File: src/common/split_timer_params.svh
// Purpose: Offsets, field positions, reset values and counts for the split timer.
// Assumes: Byte-wide special function register bus, 10 MHz system clock.
// Notes: Definitions only.
`ifndef SPLIT_TIMER_PARAMS_SVH
`define SPLIT_TIMER_PARAMS_SVH

`define ADDR_CTRL 8'hC8
`define ADDR_SRC_SEL 8'hC9
`define ADDR_LOW_RELOAD 8'hCA
`define ADDR_HIGH_RELOAD 8'hCB
`define ADDR_LOW_COUNT 8'hCC
`define ADDR_HIGH_COUNT 8'hCD

`define RESET_BYTE 8'h00
`define BYTE_ONES 8'hFF
`define READ_UNMAPPED 8'h00

`define CTRL_HIGH_FLAG 7
`define CTRL_LOW_FLAG 6
`define CTRL_LOW_FLAG_EN 5
`define CTRL_SPLIT 4
`define CTRL_HIGH_CAP 3
`define CTRL_LOW_CAP 2
`define CTRL_HIGH_RUN 1
`define CTRL_LOW_RUN 0

`define SRC_FIRST_LOW_LSB 0
`define SRC_FIRST_HIGH_LSB 2
`define SRC_SECOND_LOW_LSB 4
`define SRC_SECOND_HIGH_LSB 6

`define DIV12_COUNT 4'd12
`define DIV12_LAST 4'd11
`define DIV12_ZERO 4'd0
`define DIV12_ONE 4'd1

`endif

File: src/common/split_timer_pkg.sv
// Purpose: Types shared by the split timer design.
// Assumes: Constants come from split_timer_params.svh.
// Notes: Field order of ctrl_s matches the control byte, bit 7 first.
package split_timer_pkg;

  typedef enum logic [1:0] {
    SRC_SYS = 2'b00,
    SRC_DIV12 = 2'b01,
    SRC_RTC_TICK = 2'b10,
    SRC_RTC_PULSE = 2'b11
  } src_e;

  typedef struct packed {
    logic high_half_flag;
    logic low_half_flag;
    logic low_flag_enable;
    logic split_select;
    logic high_half_capture_sel;
    logic low_half_capture_sel;
    logic high_half_run;
    logic low_half_run;
  } ctrl_s;

  typedef struct packed {
    src_e second_high_source;
    src_e second_low_source;
    src_e first_high_source;
    src_e first_low_source;
  } src_sel_s;

  typedef struct packed {
    logic [7:0] addr;
    logic [7:0] wdata;
    logic wr;
    logic bit_wr;
    logic [2:0] bit_idx;
    logic bit_val;
  } sfr_req_s;

  typedef struct packed {
    logic rtc_tick;
    logic rtc_pulse;
  } rtc_s;

endpackage : split_timer_pkg

File: src/hw/split_timer_capture_control.sv
// Purpose: Split 16-bit or dual 8-bit timer with reload, capture and flags.
// Assumes: Ticks, capture event and bus requests are synchronous to clk_sys.
// Notes: Software writes to a counter byte win over counting in that cycle.
`timescale 1ns/1ps
`include "split_timer_params.svh"

module split_timer_capture_control (
  input wire logic clk_sys,
  input wire logic reset_n,
  input wire logic clk_en,
  input wire split_timer_pkg::sfr_req_s sfr_req,
  output logic [7:0] sfr_rdata,
  input wire split_timer_pkg::rtc_s rtc_in,
  input wire logic capture_event,
  output logic timer_irq,
  output split_timer_pkg::src_e second_low_source,
  output split_timer_pkg::src_e second_high_source
);
  import split_timer_pkg::*;

  ctrl_s ctrl_q;
  ctrl_s ctrl_d;
  src_sel_s src_q;
  logic [7:0] low_cnt_q;
  logic [7:0] low_cnt_d;
  logic [7:0] high_cnt_q;
  logic [7:0] high_cnt_d;
  logic [7:0] low_rel_q;
  logic [7:0] low_rel_d;
  logic [7:0] high_rel_q;
  logic [7:0] high_rel_d;
  logic [3:0] div_q;
  logic div12_tick;
  logic [7:0] rdata_q;
  logic [7:0] rdata_d;

  // Turns a source code into a one-cycle increment enable.
  function automatic logic src_tick(input src_e sel, input logic d12, input rtc_s r);
    logic t;
    t = 1'b0;
    unique case (sel)
      SRC_SYS: t = 1'b1;
      SRC_DIV12: t = d12;
      SRC_RTC_TICK: t = r.rtc_tick;
      SRC_RTC_PULSE: t = r.rtc_pulse;
    endcase
    return t;
  endfunction : src_tick

  // Divide-by-twelve enable: one pulse in every twelve enabled cycles.
  always_ff @(posedge clk_sys or negedge reset_n) begin
    if (!reset_n) begin
      div_q <= `DIV12_ZERO;
    end else if (clk_en) begin
      div_q <= (div_q == `DIV12_LAST) ? `DIV12_ZERO : div_q + `DIV12_ONE;
    end
  end
  assign div12_tick = (div_q == `DIV12_LAST);

  wire split = ctrl_q.split_select;
  wire wide = !split;
  wire wr_ctrl = sfr_req.wr && (sfr_req.addr == `ADDR_CTRL);
  wire bit_ctrl = sfr_req.bit_wr && (sfr_req.addr == `ADDR_CTRL);
  wire wr_src = sfr_req.wr && (sfr_req.addr == `ADDR_SRC_SEL);
  wire wr_low_rel = sfr_req.wr && (sfr_req.addr == `ADDR_LOW_RELOAD);
  wire wr_high_rel = sfr_req.wr && (sfr_req.addr == `ADDR_HIGH_RELOAD);
  wire wr_low_cnt = sfr_req.wr && (sfr_req.addr == `ADDR_LOW_COUNT);
  wire wr_high_cnt = sfr_req.wr && (sfr_req.addr == `ADDR_HIGH_COUNT);

  // In wide operation the low-half controls govern the whole counter.
  wire low_src_tick = src_tick(src_q.first_low_source, div12_tick, rtc_in);
  wire high_src_tick = src_tick(src_q.first_high_source, div12_tick, rtc_in);
  wire low_inc = ctrl_q.low_half_run && low_src_tick;
  wire low_ovf = low_inc && (low_cnt_q == `BYTE_ONES);
  wire high_inc = wide ? low_ovf : (ctrl_q.high_half_run && high_src_tick);
  wire high_ovf = high_inc && (high_cnt_q == `BYTE_ONES);

  wire low_cap_mode = ctrl_q.low_half_capture_sel;
  wire high_cap_mode = wide ? ctrl_q.low_half_capture_sel : ctrl_q.high_half_capture_sel;
  wire cap_low = capture_event && low_cap_mode;
  wire cap_high = capture_event && high_cap_mode;

  // Wide mode reloads the low byte only together with the high byte.
  wire low_reload = low_ovf && !low_cap_mode && (split || high_ovf);
  wire high_reload = high_ovf && !high_cap_mode;

  wire set_high = (high_ovf && !high_cap_mode) || cap_high;
  wire set_low_split = low_cap_mode ? cap_low : low_ovf;
  wire set_low_wide = low_cap_mode ? high_ovf : low_ovf;
  wire set_low = split ? set_low_split : set_low_wide;

  // Hardware sets win over a software clear in the same cycle.
  always_comb begin
    ctrl_d = ctrl_q;
    if (wr_ctrl) begin
      ctrl_d = ctrl_s'(sfr_req.wdata);
    end
    if (bit_ctrl) begin
      ctrl_d[sfr_req.bit_idx] = sfr_req.bit_val;
    end
    ctrl_d.high_half_flag = ctrl_d.high_half_flag || set_high;
    ctrl_d.low_half_flag = ctrl_d.low_half_flag || set_low;
  end

  assign low_cnt_d = wr_low_cnt ? sfr_req.wdata :
                     low_reload ? low_rel_q :
                     low_inc ? low_cnt_q + 8'h01 : low_cnt_q;
  assign high_cnt_d = wr_high_cnt ? sfr_req.wdata :
                      high_reload ? high_rel_q :
                      high_inc ? high_cnt_q + 8'h01 : high_cnt_q;
  // Capture copies regardless of the run enable.
  assign low_rel_d = cap_low ? low_cnt_q : wr_low_rel ? sfr_req.wdata : low_rel_q;
  assign high_rel_d = cap_high ? high_cnt_q : wr_high_rel ? sfr_req.wdata : high_rel_q;

  always_ff @(posedge clk_sys or negedge reset_n) begin
    if (!reset_n) begin
      ctrl_q <= ctrl_s'(`RESET_BYTE);
      src_q <= src_sel_s'(`RESET_BYTE);
      low_cnt_q <= `RESET_BYTE;
      high_cnt_q <= `RESET_BYTE;
      low_rel_q <= `RESET_BYTE;
      high_rel_q <= `RESET_BYTE;
      rdata_q <= `RESET_BYTE;
    end else if (clk_en) begin
      ctrl_q <= ctrl_d;
      if (wr_src) begin
        src_q <= src_sel_s'(sfr_req.wdata);
      end
      low_cnt_q <= low_cnt_d;
      high_cnt_q <= high_cnt_d;
      low_rel_q <= low_rel_d;
      high_rel_q <= high_rel_d;
      rdata_q <= rdata_d;
    end
  end

  always_comb begin
    unique case (sfr_req.addr)
      `ADDR_CTRL: rdata_d = ctrl_q;
      `ADDR_SRC_SEL: rdata_d = src_q;
      `ADDR_LOW_RELOAD: rdata_d = low_rel_q;
      `ADDR_HIGH_RELOAD: rdata_d = high_rel_q;
      `ADDR_LOW_COUNT: rdata_d = low_cnt_q;
      `ADDR_HIGH_COUNT: rdata_d = high_cnt_q;
      default: rdata_d = `READ_UNMAPPED;
    endcase
  end

  assign sfr_rdata = rdata_q;
  assign timer_irq = ctrl_q.high_half_flag ||
                     (ctrl_q.low_half_flag && ctrl_q.low_flag_enable);
  assign second_low_source = src_q.second_low_source;
  assign second_high_source = src_q.second_high_source;
endmodule : split_timer_capture_control

File: config.mk
export PLATFORM = sky130hd
export DESIGN_NAME = split_timer_capture_control
export DESIGN_NICKNAME = d
export VERILOG_FILES = /design/src/common/split_timer_pkg.sv /design/src/hw/split_timer_capture_control.sv
export VERILOG_INCLUDE_DIRS = /design/src /design/src/common
export SDC_FILE = /design/constraint.sdc
export NUM_CORES = 1
export LEC_CHECK = 0
export BUFFER_PORTS_ARGS = -buffer_cell sky130_fd_sc_hd__buf_4
export CAP_MARGIN = 5
export CELL_PAD_IN_SITES_DETAIL_PLACEMENT = 1
export CELL_PAD_IN_SITES_GLOBAL_PLACEMENT = 1
export CORE_MARGIN = 5
export CORE_UTILIZATION = 49
export DETAILED_ROUTE_END_ITERATION = 10
export HOLD_SLACK_MARGIN = 0.15
export PLACE_DENSITY_LB_ADDON = 0.08
export SYNTH_ARGS = -nofsm -noshare
export SYNTH_HDL_FRONTEND = slang
export SYNTH_SLANG_ARGS = --single-unit
File: constraint.sdc
create_clock -name clk_sys -period 5.12 [get_ports clk_sys]
set_input_delay 1.024 -clock clk_sys [delete_from_list [all_inputs] [get_ports clk_sys]]
set_output_delay 1.024 -clock clk_sys [all_outputs]
set_load 0.1 [all_outputs]
==> impl_metrics.env, run 1 <==
export IMPL_grt_ovfl_total=0
export IMPL_p_clk_share_pct=32.3
export IMPL_synth_area_leaders="dfrtp_1, mux2i_1, a21oi_1"
export IMPL_die_width_um=98.1
export IMPL_h_tree_depth=3
export IMPL_antenna_found_initial=0
export IMPL_avgSynthCellArea_um2=9.18
export IMPL_ys_ff_latch=60
export IMPL_post_route_min_period_ns=3.42
export IMPL_clockBufferDepth=2
export IMPL_cts_root_buf="clkbuf_8"
export IMPL_min_path_type="reg -> reg"
export IMPL_switching_share_pct=35.7
export IMPL_syn_num_nets=445
export IMPL_reg2reg_slack_ns=2.25
export IMPL_syn_area_um2=3800
export IMPL_maxSlewHeadroom_pct=23.5
export IMPL_crit_type="in -> reg"
export IMPL_ff_latch_area_um2=1500
export IMPL_hpwl_um=9070
export IMPL_drt_iter0_markers=263
export IMPL_ys_seq_area_share_pct=39.5
export IMPL_grt_pass1_wl_um=20500
export IMPL_num_vias=3601
export IMPL_fin_crit_sh_pct=66.8
export IMPL_hold_buffers=0
export IMPL_final_nets=469
export IMPL_path_clk_slew_ns=0.08
export IMPL_synth_async_sr_flop_share_pct=100
export IMPL_critPathTopFamily="simple AND/OR/NAND/NOR gates"
export IMPL_worst_pin_slew_ns=1.14
export IMPL_ys_types=58
export IMPL_cp_end_kind="flip-flop"
export IMPL_wl_um=12800
export IMPL_numCtsBuffers=9
export IMPL_internal_power_uw=887
export IMPL_synth_warnings=0
export IMPL_outcome="finished clean"
export IMPL_drt_first_pass_iters=5
export IMPL_initial_core_util_pct=49.7
export IMPL_setup_viol=0
export IMPL_cts_sinks=60
export IMPL_power_frac_comb_pct=20.1
export IMPL_drv_cap=0
export IMPL_grt_pass1_vias=3737
export IMPL_synth_edf_count=0
export IMPL_report_final_slew_viol_count=0
export IMPL_ios=41
export IMPL_multi_input_comb_area_um2=2130
export IMPL_core_area_um2=7650
export IMPL_critPathLaunch="sfr_req[18]"
export IMPL_fmax_mhz=292
export IMPL_avgRoutedWirePerCell_um=23.5
export IMPL_vdd_ir_drop_max_mv=0.174
export IMPL_setup_tns_ns=0
export IMPL_cts_tree="yes"
export IMPL_path_buf_inv=1
export IMPL_clk_latency_ns=0.35
export IMPL_start_kind="input port"
export IMPL_skew_ns=0.0107
export IMPL_synth_top_area_cell="dfrtp_1"
export IMPL_die_y_um=98.1
export IMPL_p_seq_share_pct=47.6
export IMPL_min_delay_start="low_rel_q[7]"
export IMPL_fp_dieArea_um2=9620
export IMPL_worstPathRequired_ns=5.33
export IMPL_drc=0
export IMPL_finalHoldViolCount=0
export IMPL_postRouteAntennaNets=0
export IMPL_place_worst_setup_slack_ns=1.34
export IMPL_crit_slowest_cell="nor4_4"
export IMPL_ys_flop_type="dfrtp_1"
export IMPL_rsz0062_at_grt="no"
export IMPL_arrival_ns=3.63
export IMPL_synthCells=414
export IMPL_n_antenna_cell=0
export IMPL_grt_use_total_pct=27.4
export IMPL_vias_per_cell=6.61
export IMPL_p_leak_uw=0.00192
export IMPL_layout_drive_gt1_share_pct=19.0
export IMPL_port_buffers=40
export IMPL_worstPathMaxFanout=14
export IMPL_place_congestion=0.913
export IMPL_p_sw_uw=492
export IMPL_setup_slack_ns=1.70
export IMPL_critPathMaxStageDelay_ns=0.80
export IMPL_cts_resized=0
export IMPL_path_cells="buf_4 > nand4bb_1 > nor4_4 > nand3b_1 > or4_1 > o31ai_1 > a21oi_1"
export IMPL_p_per_area_nw_per_um2=321
export IMPL_grt_max_degree=61
export IMPL_finish_utilization_pct=56.2
export IMPL_fillerInstances=906
export IMPL_synth_top_cell_area_share_pct=39.5
export IMPL_rr_startpoint="div_q[0]"
export IMPL_rows=32
export IMPL_area_growth_pct=13.1
export IMPL_cts_setup_buffers=0
[cell usage after synthesis (all sizes together), types with 2 or more instances]
library cell  number
dfrtp             60
a21oi             41
nand2             38
nor2              36
o21ai             32
mux2i             25
a31oi             15
buf               15
clkbuf            14
mux2              13
nand3             13
and3              11
a22o               9
a222oi             8
o31ai              8
inv                6
nand4              6
nor4               6
nor3               5
xnor2              5
a21o               4
nand2b             4
or3                4
and4               3
ha                 3
xor2               3
nand3b             2
nor2b              2
nor4b              2
o211ai             2
o32a               2
[final timing paths]
path                       cells past startpoint       endpoint
max in group asynchronous                      1  high_rel_q[2]
max reg2reg                                    7   low_cnt_q[3]
min reg2reg                                    2   low_rel_q[7]
max                                            7      ctrl_q[0]
min                                            2   low_rel_q[7]
min in group asynchronous                      1   low_cap_mode
[power by group through the flow]
stage	sequential [µW]	combinational, µW	clock (µW)
6_report	657	278	445
5_1_grt	666	306	473
4_1_cts	654	279	449
3_5_place_dp	663	278	0
3_3_place_gp	659	265	0
2_1_floorplan	649	170	0
[registers in the layout (all words and copies together), names as in the netlist]
| name | count |
|---|---|
| sfr_rdata | 8 |
| ctrl_q | 6 |
| low_rel_q | 8 |
| div_q | 4 |
| low_cnt_q | 8 |
| split | 1 |
| low_cap_mode | 1 |
| src_q | 4 |
| high_rel_q | 8 |
| second_low_source | 2 |
| high_cnt_q | 8 |
| second_high_source | 2 |
[per-stage QoR]
stage          cells  cell area (µm²)  total power (µW)  hold WS, ns
3_5_place_dp     529             4100               941        0.514
3_3_place_gp     529             4100               925        0.500
5_1_grt          545             4300              1450        0.566
2_1_floorplan    414             3800               819        0.471
4_1_cts          545             4300              1380        0.530
6_report         545             4300              1380        0.532
[layout by cell type, fill, tap and decap left out, types with 6 or more instances in the layout]
cell,instances
dfrtp_1,60
buf_4,42
a21oi_1,38
nand2_1,37
nor2_1,36
o21ai_0,30
mux2i_1,25
a31oi_1,15
nand3_1,13
mux2_2,13
and3_1,11
a22o_1,9
clkbuf_8,9
o31ai_1,8
a222oi_1,8
nand4_1,6
[tightest hold or removal path, cell delays in order, from the launching register on]
cell and delay [ns]:
dfrtp_1 0.38, nand2_1 0.05, o21ai_0 0.06
[metal layers]
layer / routed length, µm / GRT usage (%) / up-vias
met5: 0 / 0 / -
met1: 5230 / 34.8 / 1817
met2: 6270 / 45.5 / 148
met4: 443 / 12.2 / 0
met3: 881 / 4.71 / 32
li1: - / - / 1604
[cell type report]
type / count / share of cell area, %
multi-input combinational: 319 / 49.6
sequential: 60 / 34.9
inverter: 6 / 0.524
clock buffer: 9 / 2.88
clock inverter: 7 / 1.75
timing repair buffer: 42 / 7.33
tap: 102 / 2.97
[cells by family after synthesis]
| logic type | count (synthesis) | synth area share (%) |
|---|---|---|
| fa+ha+maj | 3 | 0.988 |
| simple gates | 139 | 20.4 |
| xor+xnor | 8 | 1.84 |
| mux | 38 | 10.4 |
| flops | 60 | 39.5 |
| compound gates | 131 | 22.5 |
| buf+inv | 35 | 4.34 |
No activity file was read; power rests on OpenSTA's default activity.
==> run 2, diff against run 1 <==
--- a/config.mk
+++ b/config.mk
@@ -6,12 +6,13 @@
 export SDC_FILE = /design/constraint.sdc
 export NUM_CORES = 1
 export LEC_CHECK = 0
+export ABC_AREA = 1
 export BUFFER_PORTS_ARGS = -buffer_cell sky130_fd_sc_hd__buf_4
 export CAP_MARGIN = 5
 export CELL_PAD_IN_SITES_DETAIL_PLACEMENT = 1
 export CELL_PAD_IN_SITES_GLOBAL_PLACEMENT = 1
 export CORE_MARGIN = 5
-export CORE_UTILIZATION = 49
+export CORE_UTILIZATION = 43
 export DETAILED_ROUTE_END_ITERATION = 10
 export HOLD_SLACK_MARGIN = 0.15
 export PLACE_DENSITY_LB_ADDON = 0.08
==> constraint.sdc (replaced) <==
create_clock -name clk_sys -period 3.2 [get_ports clk_sys]
set_input_delay 0.64 -clock clk_sys [delete_from_list [all_inputs] [get_ports clk_sys]]
set_output_delay 0.64 -clock clk_sys [all_outputs]
set_load 0.1 [all_outputs]
==> impl_metrics.env, run 2 <==
export IMPL_wl_um=14200
export IMPL_postRouteAntennaNets=0
export IMPL_syn_num_nets=579
export IMPL_hold_buffers=0
export IMPL_place_congestion=0.940
export IMPL_power_frac_comb_pct=28.3
export IMPL_report_final_slew_viol_count=0
export IMPL_ys_seq_area_share_pct=37.5
export IMPL_rsz0062_at_grt="no"
export IMPL_n_antenna_cell=0
export IMPL_crit_type="in -> reg"
export IMPL_p_leak_uw=0.00216
export IMPL_post_route_min_period_ns=2.41
export IMPL_layout_cells_non_filler=696
export IMPL_worstPathMaxFanout=16
export IMPL_path_cells="buf_4 > nor3_4 > nand4_2 > o22ai_4 > o211ai_1 > o21ai_1"
export IMPL_synth_most_common_cell="nand2_1"
export IMPL_die_width_um=107
export IMPL_final_cell_mix="nand2_1, inv_1, dfrtp_1"
export IMPL_setup_tns_ns=0
export IMPL_synth_top_cell_area_share_pct=37.5
export IMPL_layout_commonest_cell="nand2_1"
export IMPL_layout_drive_gt1_share_pct=15.6
export IMPL_worst_pin_slew_ns=0.836
export IMPL_hpwl_um=10700
export IMPL_clk_latency_ns=0.36
export IMPL_core_area_um2=9150
export IMPL_worstPathRequired_ns=3.47
export IMPL_grt_pass1_vias=4125
export IMPL_grt_max_degree=61
export IMPL_finalHoldViolCount=0
export IMPL_num_vias=4013
export IMPL_fillerInstances=1207
export IMPL_critPathMaxStageDelay_ns=0.65
export IMPL_rows=35
export IMPL_ys_flop_type="dfrtp_1"
export IMPL_p_clk_share_pct=29.6
export IMPL_synth_warnings=0
export IMPL_start_kind="input port"
export IMPL_fmax_mhz=414
export IMPL_h_tree_depth=3
export IMPL_die_y_um=107
export IMPL_p_per_area_nw_per_um2=595
export IMPL_dp_cells=680
export IMPL_area_growth_pct=13.3
export IMPL_outcome="finished clean"
export IMPL_drt_first_pass_iters=4
export IMPL_cp_end_kind="flip-flop"
export IMPL_synth_edf_count=0
export IMPL_vdd_ir_drop_max_mv=0.251
export IMPL_initial_core_util_pct=43.8
export IMPL_vias_per_cell=5.77
export IMPL_drv_cap=0
export IMPL_synth_top_area_cell="dfrtp_1"
export IMPL_cts_setup_buffers=0
export IMPL_synth_area_leaders="dfrtp_1, nand2_1, inv_1"
export IMPL_critPathTopFamily="simple AND/OR/NAND/NOR gates"
export IMPL_cts_sinks=60
export IMPL_avgRoutedWirePerCell_um=20.3
export IMPL_avgSynthCellArea_um2=7.31
export IMPL_grt_pass1_wl_um=22800
export IMPL_drc=0
export IMPL_syn_area_um2=4010
export IMPL_arrival_ns=2.68
export IMPL_final_nets=611
export IMPL_numCtsBuffers=9
export IMPL_drt_iter0_markers=329
export IMPL_finalPower_uw=2700
export IMPL_grt_ovfl_total=0
export IMPL_switching_share_pct=38.5
export IMPL_fin_crit_sh_pct=75.4
export IMPL_skew_ns=0.0118
export IMPL_path_clk_slew_ns=0.08
export IMPL_grt_use_total_pct=26.2
export IMPL_cts_tree="yes"
export IMPL_setup_viol=0
export IMPL_path_buf_inv=1
export IMPL_synthCells=548
export IMPL_clockBufferDepth=2
export IMPL_ios=41
export IMPL_crit_slowest_cell="nor3_4"
export IMPL_cts_resized=0
export IMPL_p_sw_uw=1040
export IMPL_p_seq_share_pct=42.1
export IMPL_maxSlewHeadroom_pct=44.2
export IMPL_antenna_found_initial=1
export IMPL_fp_dieArea_um2=11300
export IMPL_internal_power_uw=1660
export IMPL_port_buffers=40
export IMPL_synthTopCellsByCount="nand2_1, inv_1, dfrtp_1, nor2_1, o21ai_0"
export IMPL_ys_types=38
export IMPL_ys_ff_latch=60
export IMPL_synth_async_sr_flop_share_pct=100
export IMPL_cts_root_buf="clkbuf_8"
export IMPL_min_path_type="in -> async"
-- run 2: changes by cell type in the layout (fill, tap and decap cells not counted), moves of 13 or more --
cell	previous run	this run
mux2_2	13	0
mux2i_1	25	0
o211ai_1	2	25
nand2_1	37	125
nand3_1	13	35
o21ai_0	30	46
a21oi_1	38	16
nor2_1	36	51
inv_1	5	67
-- run 2: worst paths after layout --
check	slack, ns	from	cells past startpoint	endpoint
max	0.79	sfr_req[19]	6	high_rel_q[4]
min	0.35	reset_n	1	div_q[2]
max reg2reg	0.82	low_cnt_q[1]	10	high_cnt_q[5]
min reg2reg	0.50	sfr_rdata[7]	2	sfr_rdata[7]
max in group asynchronous	2.26	reset_n	1	ctrl_q[6]
min in group clk_sys	0.50	sfr_rdata[7]	2	sfr_rdata[7]
-- run 2: metal layers --
| layer | track usage, % | wire length, µm |
|---|---|---|
| met4 | 10.1 | 508 |
| met5 | 0 | 14 |
| met1 | 34.1 | 6150 |
| met2 | 41.1 | 6560 |
| met3 | 7.47 | 923 |
-- run 2: layout make-up --
type / count / area [µm²] / area share [%]
timing repair buffer: 41 / 308 / 6.78
clock inverter: 4 / 72.6 / 1.60
tap: 111 / 139 / 3.06
multi-input combinational: 392 / 2090 / 46.0
clock buffer: 12 / 145 / 3.20
sequential: 60 / 1500 / 33.1
inverter: 76 / 288 / 6.34
-- run 2: kinds of logic (layout without fill, tap and decap cells) --
logic type                 Yosys count  in the layout  share of synthesized area (%)
adders and majority gates            3              3                          0.937
xor gates and xnor gates            11             11                           2.40
AOI/OAI and AO/OA                  127            127                           19.7
buffers and inverters               96            133                           10.4
and+or+nand+nor                    251            251                           29.1
DFF                                 60             60                           37.5
-- run 2: stage by stage --
step / worst slack (ns) / hold WS, ns / cell area [µm²] / util (%)
after floorplan: 0.0688 / 0.344 / 4010 / -
after global placement: 0.655 / 0.470 / 4320 / 47.2
after detailed placement: 0.517 / 0.484 / 4320 / 47.2
after CTS: 0.829 / 0.402 / 4540 / 49.6
after global routing: 0.598 / 0.422 / 4540 / 49.6
final: 0.786 / 0.355 / 4540 / 49.6
-- run 2: power by group through the flow --
stage / Clock [µW] / Combinational, µW / Sequential [µW]
3_3_place_gp: 0 / 726 / 1140
6_report: 799 / 766 / 1140
2_1_floorplan: 0 / 512 / 1120
5_1_grt: 853 / 856 / 1160
3_5_place_dp: 0 / 759 / 1150
4_1_cts: 807 / 767 / 1140
